[config.mk]
export PLATFORM = sky130hd
export DESIGN_NAME = mcusfr_top
export DESIGN_NICKNAME = d
export VERILOG_FILES = /design/src/mcusfr_pkg.sv /design/src/mcusfr_top.sv
export VERILOG_INCLUDE_DIRS = /design/src
export SDC_FILE = /design/constraint.sdc
export NUM_CORES = 1
export LEC_CHECK = 0
export ABC_AREA = 1
export BUFFER_PORTS_ARGS = -buffer_cell sky130_fd_sc_hd__clkbuf_2
export CAP_MARGIN = 20
export CORE_MARGIN = 3
export CORE_UTILIZATION = 55
export DETAILED_ROUTE_END_ITERATION = 16
export GPL_TIMING_DRIVEN = 0
export PLACE_DENSITY = 0.78
export SLEW_MARGIN = 20
export SYNTH_ARGS = -nofsm -noshare
export SYNTH_HDL_FRONTEND = slang
export SYNTH_SLANG_ARGS = --single-unit
[constraint.sdc]
create_clock -name SYS_CLK_I -period 3.2 [get_ports SYS_CLK_I]
set_input_delay 0.32 -clock SYS_CLK_I [delete_from_list [all_inputs] [get_ports SYS_CLK_I]]
set_output_delay 0.32 -clock SYS_CLK_I [all_outputs]
set_load 0.03 [all_outputs]
[src/mcusfr_params.svh]
`ifndef MCUSFR_PARAMS_SVH
`define MCUSFR_PARAMS_SVH
// R page offsets at byte address 4*index; IOC page sits at 0x40 plus 4*index.
`define MCUSFR_IOC_PAGE_BASE 8'h40
`define MCUSFR_IDX_TIMER_COUNT 4'h1
`define MCUSFR_IDX_TIMER_CONTROL 4'h1
`define MCUSFR_IDX_CPU_STATUS 4'h3
`define MCUSFR_IDX_RAM_SELECT 4'h4
`define MCUSFR_IDX_PORT5 4'h5
`define MCUSFR_IDX_PORT6 4'h6
`define MCUSFR_IDX_PORT7 4'h7
`define MCUSFR_IDX_WAKEUP 4'ha
`define MCUSFR_IDX_WATCHDOG 4'ha
`define MCUSFR_IDX_NV_CONTROL 4'hb
`define MCUSFR_IDX_PULL_DOWN 4'hb
`define MCUSFR_IDX_NV_ADDRESS 4'hc
`define MCUSFR_IDX_OPEN_DRAIN 4'hc
`define MCUSFR_IDX_NV_DATA 4'hd
`define MCUSFR_IDX_PULL_HIGH 4'hd
`define MCUSFR_IDX_LOW_VOLTAGE 4'he
`define MCUSFR_IDX_IRQ_FLAGS 4'hf
`define MCUSFR_IDX_IRQ_MASK 4'hf
`define MCUSFR_IDX_INSTR 4'h8
// Field positions.
`define MCUSFR_ST_TIMEOUT 4
`define MCUSFR_ST_POWERDOWN 3
`define MCUSFR_ST_ZERO 2
`define MCUSFR_NV_RD 7
`define MCUSFR_NV_WR 6
`define MCUSFR_NV_WE 5
`define MCUSFR_NV_BUSY 4
`define MCUSFR_NV_PWR 3
`define MCUSFR_TC_GIE 6
`define MCUSFR_WD_EN 7
`define MCUSFR_WD_EIS 6
// Reset values.
`define MCUSFR_RST_TIMER_CONTROL 8'h3f
`define MCUSFR_RST_WATCHDOG 8'hcf
`define MCUSFR_RST_ALL_ONES 8'hff
`define MCUSFR_RST_ZERO 8'h00
`define MCUSFR_RST_STATUS 8'h18
// Timing counts in instruction clocks.
`define MCUSFR_NV_READ_CYCLES 4
`define MCUSFR_NV_WRITE_CYCLES 4000
`define MCUSFR_WDT_PERIOD 4000
`endif

[src/mcusfr_pkg.sv]
`default_nettype none
package mcusfr_pkg;
	typedef enum logic [1:0] {NV_IDLE, NV_READING, NV_WRITING} mcusfr_nv_e;
	typedef logic [7:0] mcusfr_byte_t;
endpackage
`default_nettype wire

[src/mcusfr_top.sv]
`include "mcusfr_params.svh"
`default_nettype none
// Function
// RULE_01: Timeout set by sleep, wdt-clear, power-up; cleared by watchdog timeout; power-down flag likewise (code: sleep clears it, timeout leaves it).
// RULE_02: ram_select low six bits give indirect address, bit 6 chooses bank.
// RULE_03: ram_select bit 7 always reads zero.
// RULE_04: Zero flag set when ram_select equals 3F.
// RULE_05: Wakeup bit 6 enables port 6 change wakeup; other bits read zero.
// RULE_06: Read start bit launches EEPROM read; hardware clears it when done.
// RULE_07: Write start bit launches EEPROM write; hardware clears it when done.
// RULE_08: EEPROM writes blocked unless write enable is one.
// RULE_09: Busy flag is one while an EEPROM write is in progress.
// RULE_10: Power bit zero switches EEPROM off.
// RULE_11: Address is seven bits, top bit zero; data register full byte.
// RULE_12: Low-voltage status reads zero when low, one when fine or disabled.
// RULE_13: Two-bit level field selects four ascending thresholds.
// RULE_14: Low-voltage flag set at or below threshold; cleared only by software.
// RULE_15: Flags latch falling external edge, port 6 change, timer overflow.
// RULE_16: Flag reads return flags AND mask; writes only clear flags.
// RULE_17: Global enable cleared by disable or interrupt, set by enable or return.
// RULE_18: Timer source selects clock or pin; edge bit selects rising or falling.
// RULE_19: Timer prescaler off is 1:1, else 1:2 to 1:256.
// RULE_20: Direction bit one makes pin high impedance, zero drives it.
// RULE_21: Watchdog enable bit and prescaler encoded like the timer.
// RULE_22: External-irq select makes P60 interrupt input; pin stays readable.
// RULE_23: Pull enables active low; pull-down bit map; open-drain active high.
// RULE_24: Only a timer count write clears the timer prescaler.
// RULE_25: Watchdog clear or sleep clears watchdog counter and prescaler.
// RULE_26: Interrupt request when flag, mask and global enable are all set.
module mcusfr_top #(
	parameter int NV_WRITE_CYCLES = `MCUSFR_NV_WRITE_CYCLES,
	parameter int WDT_PERIOD = `MCUSFR_WDT_PERIOD
) (
	input wire logic SYS_CLK_I,
	input wire logic RESETN_I,
	input wire logic [7:0] S_AXI_AWADDR_I,
	input wire logic S_AXI_AWVALID_I,
	output logic S_AXI_AWREADY_O,
	input wire logic [31:0] S_AXI_WDATA_I,
	input wire logic [3:0] S_AXI_WSTRB_I,
	input wire logic S_AXI_WVALID_I,
	output logic S_AXI_WREADY_O,
	output logic [1:0] S_AXI_BRESP_O,
	output logic S_AXI_BVALID_O,
	input wire logic S_AXI_BREADY_I,
	input wire logic [7:0] S_AXI_ARADDR_I,
	input wire logic S_AXI_ARVALID_I,
	output logic S_AXI_ARREADY_O,
	output logic [31:0] S_AXI_RDATA_O,
	output logic [1:0] S_AXI_RRESP_O,
	output logic S_AXI_RVALID_O,
	input wire logic S_AXI_RREADY_I,
	input wire logic [7:0] PORT5_PIN_I,
	output logic [7:0] PORT5_OUT_O,
	output logic [7:0] PORT5_OE_O,
	input wire logic [7:0] PORT6_PIN_I,
	output logic [7:0] PORT6_OUT_O,
	output logic [7:0] PORT6_OE_O,
	input wire logic [7:0] PORT7_PIN_I,
	output logic [7:0] PORT7_OUT_O,
	output logic [7:0] PORT7_OE_O,
	output logic [7:0] PULL_DOWN_EN_O,
	output logic [7:0] PULL_HIGH_EN_O,
	input wire logic TIMER_PIN_I,
	input wire logic LOW_VOLTAGE_I,
	input wire logic LV_FLAG_TRIP_I,
	output logic [1:0] LV_LEVEL_O,
	output logic LV_DETECT_EN_O,
	output logic IRQ_O,
	output logic WAKEUP_O,
	output logic WDT_RESET_O,
	output logic [6:0] RAM_SELECT_ADDR_O,
	output logic RAM_BANK_O,
	output logic NV_POWER_O,
	output logic NV_WE_O,
	output logic NV_RE_O,
	output logic [6:0] NV_ADDR_O,
	output logic [7:0] NV_WDATA_O,
	input wire logic [7:0] NV_RDATA_I
);
	import mcusfr_pkg::*;

	function automatic logic [8:0] ratio_limit(input logic en, input logic [2:0] sel);
		ratio_limit = en ? (9'h002 << sel) : 9'h001;
	endfunction

	//////////////////////////////////////////////////////////////////////////////
	// Pin synchronisers.
	logic [29:0] sync_a;
	logic [29:0] sync_b;
	always_ff @(posedge SYS_CLK_I or negedge RESETN_I) begin
		if (!RESETN_I) begin
			sync_a <= '0;
			sync_b <= '0;
		end else begin
			sync_a <= {LV_FLAG_TRIP_I, LOW_VOLTAGE_I, TIMER_PIN_I, PORT7_PIN_I[0],
				PORT6_PIN_I, PORT5_PIN_I, 2'b00, PORT7_PIN_I[7:1], 1'b0};
			sync_b <= sync_a;
		end
	end
	wire [7:0] p5_in = sync_b[17:10];
	wire [7:0] p6_in = sync_b[25:18];
	wire [7:0] p7_in = {sync_b[7:1], sync_b[26]};
	wire tmr_pin = sync_b[27];
	wire lv_low = sync_b[28];
	wire lv_trip = sync_b[29];
	logic [7:0] p6_prev;
	logic tmr_prev;
	// Edge detectors wait for real pin levels, so idle-high pins give no false edge after reset.
	logic [2:0] sync_fill;
	always_ff @(posedge SYS_CLK_I or negedge RESETN_I) begin
		if (!RESETN_I) begin
			p6_prev <= '0;
			tmr_prev <= 1'b0;
			sync_fill <= '0;
		end else begin
			p6_prev <= p6_in;
			tmr_prev <= tmr_pin;
			sync_fill <= {sync_fill[1:0], 1'b1};
		end
	end
	wire pins_ready = sync_fill[2];

	//////////////////////////////////////////////////////////////////////////////
	// AXI4-Lite slave: one write and one read outstanding.
	logic aw_held, w_held;
	logic [7:0] aw_addr;
	logic [31:0] w_data;
	logic [3:0] w_strb;
	assign S_AXI_AWREADY_O = !aw_held && !S_AXI_BVALID_O;
	assign S_AXI_WREADY_O = !w_held && !S_AXI_BVALID_O;
	assign S_AXI_ARREADY_O = !S_AXI_RVALID_O;
	wire aw_now = S_AXI_AWVALID_I && S_AXI_AWREADY_O;
	wire w_now = S_AXI_WVALID_I && S_AXI_WREADY_O;
	wire [7:0] wa = aw_held ? aw_addr : S_AXI_AWADDR_I;
	wire [31:0] wd = w_held ? w_data : S_AXI_WDATA_I;
	wire wlane = w_held ? w_strb[0] : S_AXI_WSTRB_I[0];
	wire wr_go = (aw_held || aw_now) && (w_held || w_now);
	wire wr_ok = wr_go && wlane && (wa[1:0] == 2'b00) && !wa[7];
	wire [7:0] wv = wd[7:0];
	function automatic logic hit(input logic [7:0] a, input logic ioc, input logic [3:0] idx);
		hit = (a == ((ioc ? `MCUSFR_IOC_PAGE_BASE : 8'h00) | {2'b00, idx, 2'b00}));
	endfunction
	wire w_tcount = wr_ok && hit(wa, 1'b0, `MCUSFR_IDX_TIMER_COUNT);
	wire w_tctrl = wr_ok && hit(wa, 1'b1, `MCUSFR_IDX_TIMER_CONTROL);
	wire w_status = wr_ok && hit(wa, 1'b0, `MCUSFR_IDX_CPU_STATUS);
	wire w_rsel = wr_ok && hit(wa, 1'b0, `MCUSFR_IDX_RAM_SELECT);
	wire w_instr = wr_ok && hit(wa, 1'b0, `MCUSFR_IDX_INSTR);
	wire w_wake = wr_ok && hit(wa, 1'b0, `MCUSFR_IDX_WAKEUP);
	wire w_wdog = wr_ok && hit(wa, 1'b1, `MCUSFR_IDX_WATCHDOG);
	wire w_nvc = wr_ok && hit(wa, 1'b0, `MCUSFR_IDX_NV_CONTROL);
	wire w_pd = wr_ok && hit(wa, 1'b1, `MCUSFR_IDX_PULL_DOWN);
	wire w_nva = wr_ok && hit(wa, 1'b0, `MCUSFR_IDX_NV_ADDRESS);
	wire w_od = wr_ok && hit(wa, 1'b1, `MCUSFR_IDX_OPEN_DRAIN);
	wire w_nvd = wr_ok && hit(wa, 1'b0, `MCUSFR_IDX_NV_DATA);
	wire w_ph = wr_ok && hit(wa, 1'b1, `MCUSFR_IDX_PULL_HIGH);
	wire w_lvc = wr_ok && hit(wa, 1'b0, `MCUSFR_IDX_LOW_VOLTAGE);
	wire w_flg = wr_ok && hit(wa, 1'b0, `MCUSFR_IDX_IRQ_FLAGS);
	wire w_msk = wr_ok && hit(wa, 1'b1, `MCUSFR_IDX_IRQ_MASK);
	// Instruction strobes: bit0 sleep, 1 watchdog clear, 2 enable, 3 disable, 4 return.
	wire i_sleep = w_instr && wv[0];
	wire i_watchdog_clear_instr = w_instr && wv[1];
	wire i_eni = w_instr && (wv[2] || wv[4]);
	wire i_global_irq_disable_instr = w_instr && wv[3];
	always_ff @(posedge SYS_CLK_I or negedge RESETN_I) begin
		if (!RESETN_I) begin
			aw_held <= 1'b0;
			w_held <= 1'b0;
			aw_addr <= '0;
			w_data <= '0;
			w_strb <= '0;
			S_AXI_BVALID_O <= 1'b0;
		end else begin
			if (aw_now)
				aw_addr <= S_AXI_AWADDR_I;
			if (w_now) begin
				w_data <= S_AXI_WDATA_I;
				w_strb <= S_AXI_WSTRB_I;
			end
			aw_held <= wr_go ? 1'b0 : (aw_held || aw_now);
			w_held <= wr_go ? 1'b0 : (w_held || w_now);
			if (wr_go)
				S_AXI_BVALID_O <= 1'b1;
			else if (S_AXI_BREADY_I)
				S_AXI_BVALID_O <= 1'b0;
		end
	end
	assign S_AXI_BRESP_O = 2'b00;

	//////////////////////////////////////////////////////////////////////////////
	// Registers.
	mcusfr_byte_t timer_count, timer_control, cpu_status, ram_select, wakeup_control;
	mcusfr_byte_t watchdog_control, pull_down_control, open_drain_control, pull_high_control;
	mcusfr_byte_t port5_data, port6_data, port7_data, port5_dir, port6_dir, port7_dir;
	mcusfr_byte_t nv_address, nv_data, interrupt_mask;
	logic [3:0] nv_ctl;
	logic [1:0] low_voltage_level_select;
	logic low_voltage_detector_enable;
	logic [3:0] irq_flags;
	logic [8:0] tmr_pre, wdt_pre;
	logic [12:0] wdt_cnt;
	logic [12:0] nv_cnt;
	mcusfr_nv_e nv_state;
	wire wdt_timeout;
	wire irq_raise = IRQ_O;

	wire [7:0] pw5 = hit(wa, 1'b0, `MCUSFR_IDX_PORT5) && wr_ok ? 8'h01 : 8'h00;
	always_ff @(posedge SYS_CLK_I or negedge RESETN_I) begin
		if (!RESETN_I) begin
			port5_data <= '0;
			port6_data <= '0;
			port7_data <= '0;
			port5_dir <= `MCUSFR_RST_ALL_ONES;
			port6_dir <= `MCUSFR_RST_ALL_ONES;
			port7_dir <= `MCUSFR_RST_ALL_ONES;
		end else begin
			if (pw5[0]) port5_data <= wv;
			if (wr_ok && hit(wa, 1'b0, `MCUSFR_IDX_PORT6)) port6_data <= wv;
			if (wr_ok && hit(wa, 1'b0, `MCUSFR_IDX_PORT7)) port7_data <= wv;
			if (wr_ok && hit(wa, 1'b1, `MCUSFR_IDX_PORT5)) port5_dir <= wv;
			if (wr_ok && hit(wa, 1'b1, `MCUSFR_IDX_PORT6)) port6_dir <= wv;
			if (wr_ok && hit(wa, 1'b1, `MCUSFR_IDX_PORT7)) port7_dir <= wv;
		end
	end
	assign PORT5_OUT_O = port5_data;
	assign PORT6_OUT_O = port6_data;
	assign PORT7_OUT_O = port7_data;
	assign PORT5_OE_O = ~port5_dir; // RULE_20
	// Open-drain pins drive only the low level.
	assign PORT6_OE_O = ~port6_dir & ~(open_drain_control & port6_data); // RULE_20 RULE_23
	assign PORT7_OE_O = ~port7_dir;
	assign PULL_DOWN_EN_O = ~pull_down_control; // RULE_23
	assign PULL_HIGH_EN_O = ~pull_high_control; // RULE_23

	always_ff @(posedge SYS_CLK_I or negedge RESETN_I) begin
		if (!RESETN_I) begin
			timer_control <= `MCUSFR_RST_TIMER_CONTROL;
			watchdog_control <= `MCUSFR_RST_WATCHDOG;
			pull_down_control <= `MCUSFR_RST_ALL_ONES;
			pull_high_control <= `MCUSFR_RST_ALL_ONES;
			open_drain_control <= `MCUSFR_RST_ZERO;
			wakeup_control <= '0;
			ram_select <= '0;
			interrupt_mask <= '0;
			nv_address <= '0;
			low_voltage_level_select <= '0;
			low_voltage_detector_enable <= 1'b0;
		end else begin
			if (w_tctrl) timer_control <= {1'b0, wv[6:0]};
			if (i_eni) timer_control[`MCUSFR_TC_GIE] <= 1'b1; // RULE_17
			if (i_global_irq_disable_instr || irq_raise) timer_control[`MCUSFR_TC_GIE] <= 1'b0; // RULE_17
			if (w_wdog) watchdog_control <= {wv[7:6], 2'b00, wv[3:0]}; // RULE_21
			if (w_pd) pull_down_control <= wv;
			if (w_ph) pull_high_control <= wv;
			if (w_od) open_drain_control <= wv;
			if (w_wake) wakeup_control <= {1'b0, wv[6], 6'h00}; // RULE_05
			if (w_rsel) ram_select <= {1'b0, wv[6:0]}; // RULE_03
			if (w_msk) interrupt_mask <= {wv[7], 4'h0, wv[2:0]};
			if (w_nva) nv_address <= {1'b0, wv[6:0]}; // RULE_11
			if (w_lvc) begin
				low_voltage_detector_enable <= wv[3];
				low_voltage_level_select <= wv[1:0]; // RULE_13
			end
		end
	end
	assign RAM_SELECT_ADDR_O = {1'b0, ram_select[5:0]}; // RULE_02
	assign RAM_BANK_O = ram_select[6]; // RULE_02
	assign LV_LEVEL_O = low_voltage_level_select;
	assign LV_DETECT_EN_O = low_voltage_detector_enable;
	wire low_voltage_status_n = !(low_voltage_detector_enable && lv_low); // RULE_12

	//////////////////////////////////////////////////////////////////////////////
	// Timer with prescaler and pin edge selection.
	wire edge_rise = pins_ready && tmr_pin && !tmr_prev;
	wire edge_fall = pins_ready && !tmr_pin && tmr_prev;
	wire tmr_tick_src = timer_control[5] ? (timer_control[4] ? edge_fall : edge_rise) : 1'b1; // RULE_18
	wire [8:0] tmr_lim = ratio_limit(timer_control[3], timer_control[2:0]); // RULE_19
	wire tmr_step = tmr_tick_src && (tmr_pre + 9'h001 >= tmr_lim);
	wire tmr_ovf = tmr_step && (timer_count == 8'hff);
	always_ff @(posedge SYS_CLK_I or negedge RESETN_I) begin
		if (!RESETN_I) begin
			timer_count <= '0;
			tmr_pre <= '0;
		end else if (w_tcount) begin
			timer_count <= wv;
			tmr_pre <= '0; // RULE_24
		end else if (tmr_tick_src) begin
			tmr_pre <= tmr_step ? 9'h000 : tmr_pre + 9'h001;
			if (tmr_step) timer_count <= timer_count + 8'h01;
		end
	end

	//////////////////////////////////////////////////////////////////////////////
	// Watchdog, status bits.
	wire [8:0] wdt_lim = ratio_limit(watchdog_control[3], watchdog_control[2:0]); // RULE_21
	wire wdt_step = (wdt_pre + 9'h001 >= wdt_lim);
	assign wdt_timeout = watchdog_control[`MCUSFR_WD_EN] && wdt_step &&
		(wdt_cnt == 13'(WDT_PERIOD - 1));
	always_ff @(posedge SYS_CLK_I or negedge RESETN_I) begin
		if (!RESETN_I) begin
			wdt_pre <= '0;
			wdt_cnt <= '0;
			WDT_RESET_O <= 1'b0;
		end else begin
			WDT_RESET_O <= wdt_timeout;
			if (i_watchdog_clear_instr || i_sleep || !watchdog_control[`MCUSFR_WD_EN] || wdt_timeout) begin
				wdt_pre <= '0; // RULE_25
				wdt_cnt <= '0; // RULE_25
			end else begin
				wdt_pre <= wdt_step ? 9'h000 : wdt_pre + 9'h001;
				if (wdt_step) wdt_cnt <= wdt_cnt + 13'h0001;
			end
		end
	end
	wire zero_flag = (ram_select == 8'h3f); // RULE_04
	always_ff @(posedge SYS_CLK_I or negedge RESETN_I) begin
		if (!RESETN_I) begin
			cpu_status <= `MCUSFR_RST_STATUS; // RULE_01
		end else begin
			if (w_status) cpu_status <= {wv[7:5], cpu_status[4:3], wv[2:0]};
			if (i_watchdog_clear_instr) cpu_status[4:3] <= 2'b11; // RULE_01
			if (i_sleep) cpu_status[4:3] <= 2'b10; // RULE_01
			if (wdt_timeout) cpu_status[`MCUSFR_ST_TIMEOUT] <= 1'b0; // RULE_01
		end
	end

	//////////////////////////////////////////////////////////////////////////////
	// EEPROM sequencer.
	wire nv_rd_req = w_nvc && wv[`MCUSFR_NV_RD] && nv_ctl[0] && nv_state == NV_IDLE;
	wire nv_wr_req = w_nvc && wv[`MCUSFR_NV_WR] && wv[`MCUSFR_NV_WE] && nv_ctl[0] &&
		nv_state == NV_IDLE; // RULE_08
	wire nv_done = (nv_state != NV_IDLE) && nv_cnt == 13'h0000;
	always_ff @(posedge SYS_CLK_I or negedge RESETN_I) begin
		if (!RESETN_I) begin
			nv_state <= NV_IDLE;
			nv_cnt <= '0;
			nv_ctl <= '0;
			nv_data <= '0;
		end else begin
			if (w_nvc) nv_ctl <= {nv_ctl[3:2], wv[`MCUSFR_NV_WE], wv[`MCUSFR_NV_PWR]}; // RULE_10
			if (w_nvd) nv_data <= wv; // RULE_11
			case (nv_state)
				NV_IDLE: begin
					if (nv_rd_req) begin
						nv_state <= NV_READING; // RULE_06
						nv_cnt <= 13'(`MCUSFR_NV_READ_CYCLES - 1);
					end else if (nv_wr_req) begin
						nv_state <= NV_WRITING; // RULE_07
						nv_cnt <= 13'(NV_WRITE_CYCLES - 1);
					end
				end
				NV_READING: begin
					if (nv_done) begin
						nv_data <= NV_RDATA_I;
						nv_state <= NV_IDLE; // RULE_06
					end else nv_cnt <= nv_cnt - 13'h0001;
				end
				NV_WRITING: begin
					if (nv_done) nv_state <= NV_IDLE; // RULE_07 RULE_09
					else nv_cnt <= nv_cnt - 13'h0001;
				end
				default: nv_state <= NV_IDLE;
			endcase
		end
	end
	wire nv_busy = (nv_state == NV_WRITING); // RULE_09
	wire [7:0] nv_ctl_read = {nv_state == NV_READING, nv_busy, nv_ctl[1], nv_busy, nv_ctl[0],
		3'b000};
	assign NV_POWER_O = nv_ctl[0]; // RULE_10
	assign NV_RE_O = (nv_state == NV_READING);
	assign NV_WE_O = nv_busy;
	assign NV_ADDR_O = nv_address[6:0];
	assign NV_WDATA_O = nv_data;

	//////////////////////////////////////////////////////////////////////////////
	// Interrupt flags; a set in the same cycle as a clear wins.
	wire ext_pin = p6_in[0];
	wire ext_fall = pins_ready && watchdog_control[`MCUSFR_WD_EIS] &&
		!ext_pin && p6_prev[0]; // RULE_22
	wire p6_change = pins_ready && (p6_in != p6_prev);
	wire lv_set = low_voltage_detector_enable && lv_trip; // RULE_14
	wire [3:0] set_v = {lv_set, ext_fall, p6_change, tmr_ovf}; // RULE_15
	wire [3:0] clr_v = w_flg ? ~{wv[7], wv[2:0]} : 4'h0; // RULE_16
	always_ff @(posedge SYS_CLK_I or negedge RESETN_I) begin
		if (!RESETN_I) irq_flags <= '0;
		else irq_flags <= (irq_flags & ~clr_v) | set_v; // RULE_14 RULE_15 RULE_16
	end
	wire [3:0] mask_v = {interrupt_mask[7], interrupt_mask[2:0]};
	assign IRQ_O = |(irq_flags & mask_v) && timer_control[`MCUSFR_TC_GIE]; // RULE_26
	assign WAKEUP_O = wakeup_control[6] && p6_change; // RULE_05
	wire [7:0] flags_read = {irq_flags[3] & mask_v[3], 4'h0, irq_flags[2:0] & mask_v[2:0]};

	//////////////////////////////////////////////////////////////////////////////
	// Read path.
	wire [7:0] ra = S_AXI_ARADDR_I;
	wire [7:0] rsel = ra & 8'hbf;
	wire rioc = ra[6];
	logic [7:0] rd;
	logic rbad;
	always_comb begin
		rd = 8'h00;
		rbad = (ra[1:0] != 2'b00) || ra[7];
		case (rsel[5:2])
			4'h1: rd = rioc ? timer_control : timer_count;
			4'h3: rd = rioc ? 8'h00 : {cpu_status[7:3], zero_flag, cpu_status[1:0]}; // RULE_04
			4'h4: rd = rioc ? 8'h00 : {1'b0, ram_select[6:0]}; // RULE_03
			4'h5: rd = rioc ? port5_dir : p5_in;
			4'h6: rd = rioc ? port6_dir : p6_in; // RULE_22
			4'h7: rd = rioc ? port7_dir : p7_in;
			4'ha: rd = rioc ? watchdog_control : wakeup_control;
			4'hb: rd = rioc ? pull_down_control : nv_ctl_read;
			4'hc: rd = rioc ? open_drain_control : nv_address;
			4'hd: rd = rioc ? pull_high_control : nv_data;
			4'he: rd = rioc ? 8'h00 : {4'h0, low_voltage_detector_enable, low_voltage_status_n,
				low_voltage_level_select}; // RULE_12
			4'hf: rd = rioc ? interrupt_mask : flags_read; // RULE_16
			default: rd = 8'h00;
		endcase
	end
	always_ff @(posedge SYS_CLK_I or negedge RESETN_I) begin
		if (!RESETN_I) begin
			S_AXI_RVALID_O <= 1'b0;
			S_AXI_RDATA_O <= '0;
			S_AXI_RRESP_O <= 2'b00;
		end else if (S_AXI_ARVALID_I && S_AXI_ARREADY_O) begin
			S_AXI_RVALID_O <= 1'b1;
			S_AXI_RDATA_O <= {24'h000000, rd};
			S_AXI_RRESP_O <= rbad ? 2'b10 : 2'b00;
		end else if (S_AXI_RREADY_I) begin
			S_AXI_RVALID_O <= 1'b0;
		end
	end
endmodule // mcusfr_top
`default_nettype wire

; ---- Yosys cells after proc, flatten, opt, wreduce, memory -nomap -nowiden
; Cells that the tools add are included.
; W data, S select, Z words.
[classes]
n_shift = 2
n_reduce_logical = 96
order_cmp = 2
n_eq_ne = 43
bitwise = 15
add_sub_neg = 5
mux = 56
[ops]
columns = cell, n
row1 = $mux W8, 18
row2 = $pmux W8 S12, 1
row3 = $eq A8 B7 Y1 const B, 9
row4 = $mux W13, 5
row5 = $mux W9, 7
row6 = $logic_and A1 B1 Y1, 59
row7 = $eq A8 B6 Y1 const B, 7
row8 = $not A8 Y8, 6
row9 = $eq A8 B5 Y1 const B, 4
row10 = $pmux W13 S2, 1
row11 = $eq A4 B4 Y1 const B, 6
row12 = $add A9 B1 Y9 const B, 2
row13 = $ge A9 B9 Y1, 2
row14 = $reduce_bool A2 Y1, 9
row15 = $shl A2 B3 Y9 const A, 2
row16 = $and A8 B8 Y8, 2
row17 = $eq A4 B3 Y1 const B, 4
row18 = $mux W7, 2
row19 = $add A13 B1 Y13 const B, 1
row20 = $eq A13 B12 Y1 const B, 1
row21 = $logic_not A13 Y1, 1
row22 = $mux W1, 13
row23 = $sub A13 B1 Y13 const B, 1
row24 = $mux W2, 6
row25 = other kinds (28), 50
[totals]
word_cells = 264
regBits = 281

; ---- Depth between registers and ports, before layout
; Gate-level depths: netlist of the first run.
[depth]
ltp_word = 16
ltp_mapped = 17

; ---- Worst setup path after synthesis of the first run
; No wires, ideal clock.
[synth_path]
kind = register -> register
startpoint = register wdt_pre[0]
endpoint = register wdt_cnt[2]
stages_incl_launch_ff = 17
t_required_ps = 3127
path_slack_ps = 522
setup_time_ps = 73
period_less_slack_ps = 2678
t_arrival_ps = 2605
path_cell_list = dfrtp_1 > ha_1 > nand3_1 > nand3b_1 > nor3b_1 > xor2_1 > inv_1 > ha_1 > a21oi_1 > o21a_1 > nand4_1 > nand2_1 > inv_1 > nor2_2 > buf_6 > o21ai_2 > a21oi_2
[synth_via]
elab_chain_cells = 6
[synth_rtl]
columns = item, line_no
row1 = from (decl), mcusfr_top.sv:200  ; logic [8:0] tmr_pre, wdt_pre;
row2 = from (signal assigned), mcusfr_top.sv:310  ; wdt_pre <= wdt_step ? 9'h000 : wdt_pre + 9'h001;
row3 = $add A9 B1 Y9 (*), mcusfr_top.sv:296  ; wire wdt_step = (wdt_pre + 9'h001 >= wdt_lim);
row4 = $ge A9 B9 Y1 (*), mcusfr_top.sv:296
row5 = $logic_and A1 B1 Y1 (2 in series), mcusfr_top.sv:297  ; assign wdt_timeout = watchdog_control[`MCUSFR_WD_EN] && wdt_step &&
row6 = $logic_or A1 B1 Y1, mcusfr_top.sv:306  ; if (i_watchdog_clear_instr || i_sleep || !watchdog_control[`MCUSFR_WD_EN] || wdt_timeout) begin
row7 = $mux W13 or $reduce_bool A2 Y1 (tied branches), -
row8 = to (signal assigned), mcusfr_top.sv:311  ; if (wdt_step) wdt_cnt <= wdt_cnt + 13'h0001;
row9 = to (decl), mcusfr_top.sv:201  ; logic [12:0] wdt_cnt;
; Mark *: on every way between the ends. The rest lies on a longest branch, timed or not.
; A chain may end at the register's enable or synchronous reset.

; ---- Worst setup path in the final report of the first run
[layout_path]
startpoint = register tmr_pre[0]
endpoint = register timer_count[3]
[layout_via]
elab_chain_cells = 5
[layout_rtl]
columns = item, line_no
row1 = from (decl), mcusfr_top.sv:200
row2 = from (signal assigned), mcusfr_top.sv:288  ; tmr_pre <= tmr_step ? 9'h000 : tmr_pre + 9'h001;
row3 = $add A9 B1 Y9, mcusfr_top.sv:278  ; wire tmr_step = tmr_tick_src && (tmr_pre + 9'h001 >= tmr_lim);
row4 = $ge A9 B9 Y1, mcusfr_top.sv:278
row5 = $logic_and A1 B1 Y1, mcusfr_top.sv:278
row6 = $reduce_bool A2 Y1 (no line), -
row7 = $reduce_and A2 Y1 (no line), -
row8 = to (signal assigned), mcusfr_top.sv:285  ; timer_count <= wv;
row9 = to (signal assigned), mcusfr_top.sv:289  ; if (tmr_step) timer_count <= timer_count + 8'h01;
row10 = to (decl), mcusfr_top.sv:192  ; mcusfr_byte_t timer_count, timer_control, cpu_status, ram_select, wakeup_control;
; No other way between the ends.

==> results.md, run 1 <==
* Worst EP arrival at 3460 ps
* Horizontal extent of the die at 164.1 um
* Worst Reg-to-Reg Cells at 13
* Max Slew Vio Count at 0
* Run status: finished, final reports clean
* Placeable core area at 0.02446 mm^2
* Final count of negative-setup-slack endpoints at 0
* Cell area power density at 626.5 mW/mm^2
* Final Skew at 25.80 ps
* Count of antenna-violating nets left after detailed routing at 0
* Fin Setup TNS at 0 ps
* Vias post-DR at 12540
* Final Hold Violating Endpoints at 0
* Final layout net count at 2034
* Number of instances on the worst hold path at 3
* Maximum level of the CTS H-tree at 1
* Drt first pass iters at 6
* Antenna violations before repair at 0
* Setup repair after global routing missed its margin: false
* Post-DR vias/cell at 5.543
* Most common cell after layout, fill and taps aside: sky130_fd_sc_hd__nand2_1
* Synth warn at 0
* TritonCTS clock tree: built
* Fraction of the yosys area taken by sequential cells at 51.29%
* Largest net degree at the start of global routing at 99
* Post-synthesis area per instance at 8.412 um^2
* Tightest Pin Transition at 1100 ps
* Most frequent cells in the layout: 439 x sky130_fd_sc_hd__nand2_1, 225 x sky130_fd_sc_hd__dfrtp_1, 204 x sky130_fd_sc_hd__o21ai_0
* Element type at the critical path start: register
* GRT Residual Overflow at 0
* Sinks on the clock net at 279
* Peak Freq at 330.7 MHz
* Post-route core utilization at 68.59%
* Number of DRC violations after detailed routing at 0
* Slew margin rel. at 26.16%
* TritonCTS Buffers at 30
* Post-synth design cell area at 0.01374 mm^2
* Clock period minus worst slack at 3024 ps
* Drt initial violations at 1315
* Synthesized flop and latch total at 279
* Post-detail-place hpwl at 29920 um
* Std cell rows at 57
* Root Driver: sky130_fd_sc_hd__clkbuf_16
* Number of buffers on the longest clock path at 3
* Layout cell share with drive strength beyond 1 at 20.60%
* Worst Path Max Fanout at 10
* Data required time of the critical path at 3640 ps
* Worst vdd ir at 575.5 uV
* Wire length of the first global-routing pass at 63980 um
* Clock latency on the worst-skew pair at 580 ps
* Tightest Hold Check Type: primary input to register
* Number of violations of the max-capacitance limit at 0
* Type of the worst setup path: register to register
* Routed wire length at 41080 um
* Average wire per standard cell at 18.16 um
* Period Utilization, post-route at 94.49%
* Relative area change from synthesis to final layout at 22.08%
* Port Buffers at 174
* Clock slew seen by the registers of the worst setup and hold paths at 60 ps
* Global-route usage over all layers at 30.30%
* Worst Setup End Kind: register
* Area of the die at 0.02692 mm^2
* Effective utilization at floorplan at 56.19%
* Vias in the first global route at 12130
* Post-synthesis instance total at 1634
* Die Ht at 164.1 um
* Leakage power summed over all cells at 8.027 nW
* Final RePlAce weighted congestion at 0.9656
* Distinct cell type count of the synthesized netlist at 55
* Number of primary I/O pins at 231
## path summary, 6_finish.rpt
| check | start | endpoint | slack (ps) |
|---|---|---|---|
| setup reg to reg | tmr_pre[0] | timer_count[3] | 180 |
| min in group asynchronous | RESETN_I | nv_cnt[6] | 310 |
| hold reg to reg | sync_a[16] | sync_b[16] | 350 |
| setup / recovery | tmr_pre[0] | timer_count[3] | 180 |
| max in group asynchronous | RESETN_I | pull_high_control[1] | 1820 |
| hold / removal | NV_RDATA_I[4] | NV_WDATA_O[4] | 10 |
## per-stage QoR
step,power (mW),area [um^2],worst slack (ps),hold slack (ps),std cells
after floorplan,5.688,13850,522.3,24.41,1661
after global placement,6.490,15120,-3828,331.7,2159
after detailed placement,6.610,15220,1.001,334.7,2162
after CTS,10.49,16750,21.16,0.2059,2258
after global routing,10.96,16780,18.53,8.448,2261
final,10.51,16780,176.4,10.08,2262
## logic make-up (layout without fill, tap and decap cells)
kind of cell    Yosys count  in the layout  share of synthesized area (%)
flops                   279            279                          51.29
simple gates            705            705                          22.22
xor+xnor                 28             28                          1.784
compound gates          321            321                          12.95
other cells               2             30                        0.05464
mux                       9              9                         0.7374
buf+inv                 263            539                          8.503
fa+ha+maj                27             27                          2.458
## worst max-delay path, cell delays in order, from the launching register on
cell and delay (ps):
sky130_fd_sc_hd__dfrtp_1 420, sky130_fd_sc_hd__ha_1 190, sky130_fd_sc_hd__nand2_1 50, sky130_fd_sc_hd__inv_1 90
sky130_fd_sc_hd__nand4_1 140, sky130_fd_sc_hd__nor3_1 200, sky130_fd_sc_hd__xor2_1 270, sky130_fd_sc_hd__ha_1 220
sky130_fd_sc_hd__inv_1 70, sky130_fd_sc_hd__nor4_1 530, sky130_fd_sc_hd__o21ai_2 170, sky130_fd_sc_hd__nand2_2 180
sky130_fd_sc_hd__buf_2 250, sky130_fd_sc_hd__o21ai_0 100
## synth_stat cells, drive strengths merged
library cell  number  area (um^2)
nand3b            13        97.59
a22o               8        70.07
clkinv             1        3.750
nor3              22        110.1
nor2             108        440.4
nand4             31        200.2
a21boi             2        15.01
nor3b              2        15.01
nand3             59        337.8
a32o               4        40.04
nand2            448         1709
mux2               9        101.4
and2               1        6.260
xor2              24        210.2
clkbuf            32        120.1
o21ai            218         1106
o211ai            12        95.09
o21bai             1        7.510
or2               12        75.08
a31oi              3        18.77
and3               2        12.51
nor4               7        50.05
o22ai              5        31.28
a21oi             51        266.5
inv              180        678.2
a211oi             7        52.55
dfstp             54         1419
a21o               1        7.510
buf               50        366.6
xnor2              4        35.03
conb               2        7.510
ha                27        337.8
dfrtp            225         5630
o21a               5        38.79
o31ai              3        22.52
o41ai              1        8.760
## routing by layer
metal	vias to the layer above	global-route usage [%]	part of all wire, %
li1	5824	-	-
met1	5996	40.07	40
met2	589	49.62	47
met3	130	5.599	8.5
met4	0	12.11	4.3
met5	-	0	0
## cell type report
type	instances	area (um^2)
clock inverters	18	299.0
clock buffers	38	820.8
inverters	181	685.7
diodes	1	2.502
plain buffers	82	486.7
multi-input cells	1119	5644
repair buffers	220	1385
fillers	1939	7684
flip-flops and latches	279	7049
well taps	324	405.4
## where the power goes
part,switching (mW),internal (mW),total [mW]
clock network,1.48,2.39,3.86
logic,1.85,0.753,2.60
registers,0.211,3.84,4.05
total,3.54,6.97,10.5
## repair_timing
| action | CTS | global route |
|---|---|---|
| hold endpoints to repair | 100 | 0 |
| hold buffers | 40 | 0 |
| setup endpoints to repair | 12 | 32 |
| buffers inserted | 0 | 3 |
| resized for setup | 1 | 3 |
| pin swaps | 1 | 1 |
## registers in the layout (all words and copies together) (netlist names), 8 cells and up
name	flops
NV_WDATA_O	8
PORT5_OUT_O	8
PORT6_OUT_O	8
PORT7_OUT_O	8
S_AXI_RDATA_O	8
aw_addr	8
nv_cnt	13
open_drain_control	8
p6_prev	8
port5_dir	8
port6_dir	8
port7_dir	8
pull_down_control	8
pull_high_control	8
sync_a	27
sync_b	27
timer_count	8
tmr_pre	9
w_data	8
wdt_cnt	13
wdt_pre	9
(Power assumes the default switching activity.)
==> run 2: changes to the inputs <==
--- a/config.mk
+++ b/config.mk
@@ -14,6 +14,8 @@
 export DETAILED_ROUTE_END_ITERATION = 16
 export GPL_TIMING_DRIVEN = 0
 export PLACE_DENSITY = 0.78
+export REMOVE_ABC_BUFFERS = 1
+export SKIP_LAST_GASP = 1
 export SLEW_MARGIN = 20
 export SYNTH_ARGS = -nofsm -noshare
 export SYNTH_HDL_FRONTEND = slang
==> run 2 against run 1 <==
Against the previous run: fmax rose by 1.7%; sequential cell count stayed put; setup slack better by 51 ps; final cell count fell by 3.4%; sequential power about the same; count of clock-buffer cells in the layout shrank 3; first-iteration DRC count shrank 17%; clock power down 8.5%; die area stayed put; register-to-register slack better by 50 ps; critical path depth rose by 4; non-clock buffer count shrank 76; critical endpoint is now wdt_cnt[4].
==> results.md, run 2 (synthesis gave the netlist of run 1 again) <==
* Run status: finished, final reports clean
* Sequential group share of total power at 40.7%
* Cell area power density at 616.0 mW/mm^2
* Root Driver: sky130_fd_sc_hd__clkbuf_16
* Number of DRC violations after detailed routing at 0
* Antenna violations before repair at 2
* Type of the worst setup path: register to register
* Wire length of the first global-routing pass at 60480 um
* Setup repair after global routing missed its margin: true
* Final Hold Violating Endpoints at 0
* Number of primary I/O pins at 231
* Vias post-DR at 12030
* Peak Freq at 336.4 MHz
* Final layout net count at 1957
* Horizontal extent of the die at 164.1 um
* Total area of multi-input combinational cells at 0.005673 mm^2
* Placeable core area at 0.02446 mm^2
* Area taken by flip-flops and latches at 0.007049 mm^2
* Average wire per standard cell at 17.39 um
* Clock latency on the worst-skew pair at 570 ps
* Element type at the critical path start: register
* Drt initial violations at 1097
* Maximum level of the CTS H-tree at 1
* Max Slew Vio Count at 0
* Most frequent cells in the layout: 439 x sky130_fd_sc_hd__nand2_1, 225 x sky130_fd_sc_hd__dfrtp_1, 204 x sky130_fd_sc_hd__o21ai_0
* Vias in the first global route at 11670
* Share of total power consumed by net switching at 33.83%
* Final Skew at 21.47 ps
* Number of violations of the max-capacitance limit at 0
* Fraction of power consumed by the clock network at 35.2%
* Die Ht at 164.1 um
* Clock period minus worst slack at 2973 ps
* Sw Pwr at 3.390 mW
* Tightest Hold Check Type: primary input to register
* Drt first pass iters at 6
* Clock slew seen by the registers of the worst setup and hold paths at 60 ps
* Final count of negative-setup-slack endpoints at 0
* Most common cell after layout, fill and taps aside: sky130_fd_sc_hd__nand2_1
* Biggest registers after layout: sync_a (27), sync_b (27)
* GRT Residual Overflow at 0
* Global-route usage over all layers at 28.21%
* Post-DR vias/cell at 5.506
* Leakage power summed over all cells at 7.773 nW
* Total Power at 10.02 mW
* Routed wire length at 37980 um
* Post-detail-place hpwl at 26700 um
* Final worst-path setup slack at 227.3 ps
* Fraction of power consumed by combinational cells at 24.1%
* Final RePlAce weighted congestion at 0.9199
* Slew margin rel. at 26.19%
* Worst Setup End Kind: register
* Port Buffers at 175
* Fillcell total at 1996
* Layout cell share with drive strength beyond 1 at 19.37%
* Data required time of the critical path at 3650 ps
* Worst vdd ir at 549.1 uV
* Tightest Pin Transition at 1107 ps
* Number of buffers on the longest clock path at 3
* Sinks on the clock net at 279
* Std cell rows at 57
* Pre-CTS WS at -681.4 ps
* Area of the die at 0.02692 mm^2
* Relative area change from synthesis to final layout at 18.34%
* Count of antenna-violating nets left after detailed routing at 0
* Period Utilization, post-route at 92.90%
* Internal at 6.630 mW
* Worst EP arrival at 3430 ps
* Largest net degree at the start of global routing at 94
* TritonCTS Buffers at 29
* Effective utilization at floorplan at 56.19%
* Worst Path Max Fanout at 15
* TritonCTS clock tree: built
-- run 2: final timing paths --
kind                                        start                    to  slack [ps]  depth (start not counted)
worst max-delay path                   wdt_pre[1]            wdt_cnt[4]         230                         17
worst min-delay path            S_AXI_AWADDR_I[3]            aw_addr[3]          10                          2
worst max register to register         wdt_pre[1]            wdt_cnt[4]         230                         17
worst min register to register         sync_a[26]            sync_b[26]         340                          0
max in group asynchronous                RESETN_I  pull_high_control[2]        1390                          5
min in group asynchronous                RESETN_I            tmr_pre[5]         260                          2
-- run 2: critical path, stage by stage, from the launching register on --
cell and delay, ps:
sky130_fd_sc_hd__dfrtp_1 360, sky130_fd_sc_hd__ha_1 200, sky130_fd_sc_hd__nand3_1 130, sky130_fd_sc_hd__nand3b_1 220
sky130_fd_sc_hd__nor3b_2 210, sky130_fd_sc_hd__xor2_1 220, sky130_fd_sc_hd__inv_1 80, sky130_fd_sc_hd__ha_1 330
sky130_fd_sc_hd__nand2_1 100, sky130_fd_sc_hd__nor2_2 140, sky130_fd_sc_hd__nand3b_1 90, sky130_fd_sc_hd__nand4_1 140
sky130_fd_sc_hd__buf_6 180, sky130_fd_sc_hd__nand2_1 70, sky130_fd_sc_hd__inv_1 120, sky130_fd_sc_hd__nand3_1 120
sky130_fd_sc_hd__o21ai_2 120, sky130_fd_sc_hd__nor2_1 40
-- run 2: layer usage --
| metal | track usage (%) | routed length (um) |
|---|---|---|
| met1 | 38.14 | 15680 |
| met2 | 46.62 | 18210 |
| met3 | 4.363 | 2737 |
| met4 | 9.804 | 1335 |
| met5 | 0 | 13 |
-- run 2: cell type report --
class | count | share of cell area, %
Tap cell | 324 | 2.492
Sequential cell | 279 | 43.34
Multi-Input combinational cell | 1119 | 34.88
Antenna cell | 1 | 0.01538
Timing Repair Buffer | 226 | 8.931
Clock buffer | 35 | 4.785
Inverter | 181 | 4.215
Clock inverter | 19 | 1.346
-- run 2: metrics by stage --
step	cells	area (um^2)	hold slack, ps	TNS (ps)	util, %
global placement	2078	14640	331.9	-977490	59.85
finish	2184	16270	10.93	0	66.49
CTS	2179	16210	0.6406	0	66.25
floorplan	1579	13360	24.41	0	-
global route	2184	16270	1.166	-97.79	66.49
detailed placement	2086	14810	295.0	-12880	60.56
-- run 2: power by group through the flow --
| stage | Clock, mW | Sequential, mW | Combinational (mW) |
|---|---|---|---|
| 2_1_floorplan | 0 | 4.14 | 1.43 |
| 3_3_place_gp | 0 | 4.10 | 2.16 |
| 3_5_place_dp | 0 | 4.12 | 2.33 |
| 4_1_cts | 3.56 | 4.07 | 2.39 |
| 5_1_grt | 3.71 | 4.11 | 2.67 |
| 6_report | 3.53 | 4.08 | 2.42 |
-- run 2: what timing repair did --
item	CTS	global route
cloned	0	0
gates resized for setup	2	8
pin swaps	1	2
buffers inserted	1	4
hold buffers	38	0
hold endpoints to repair	83	0
endpoints found under the setup margin	24	39
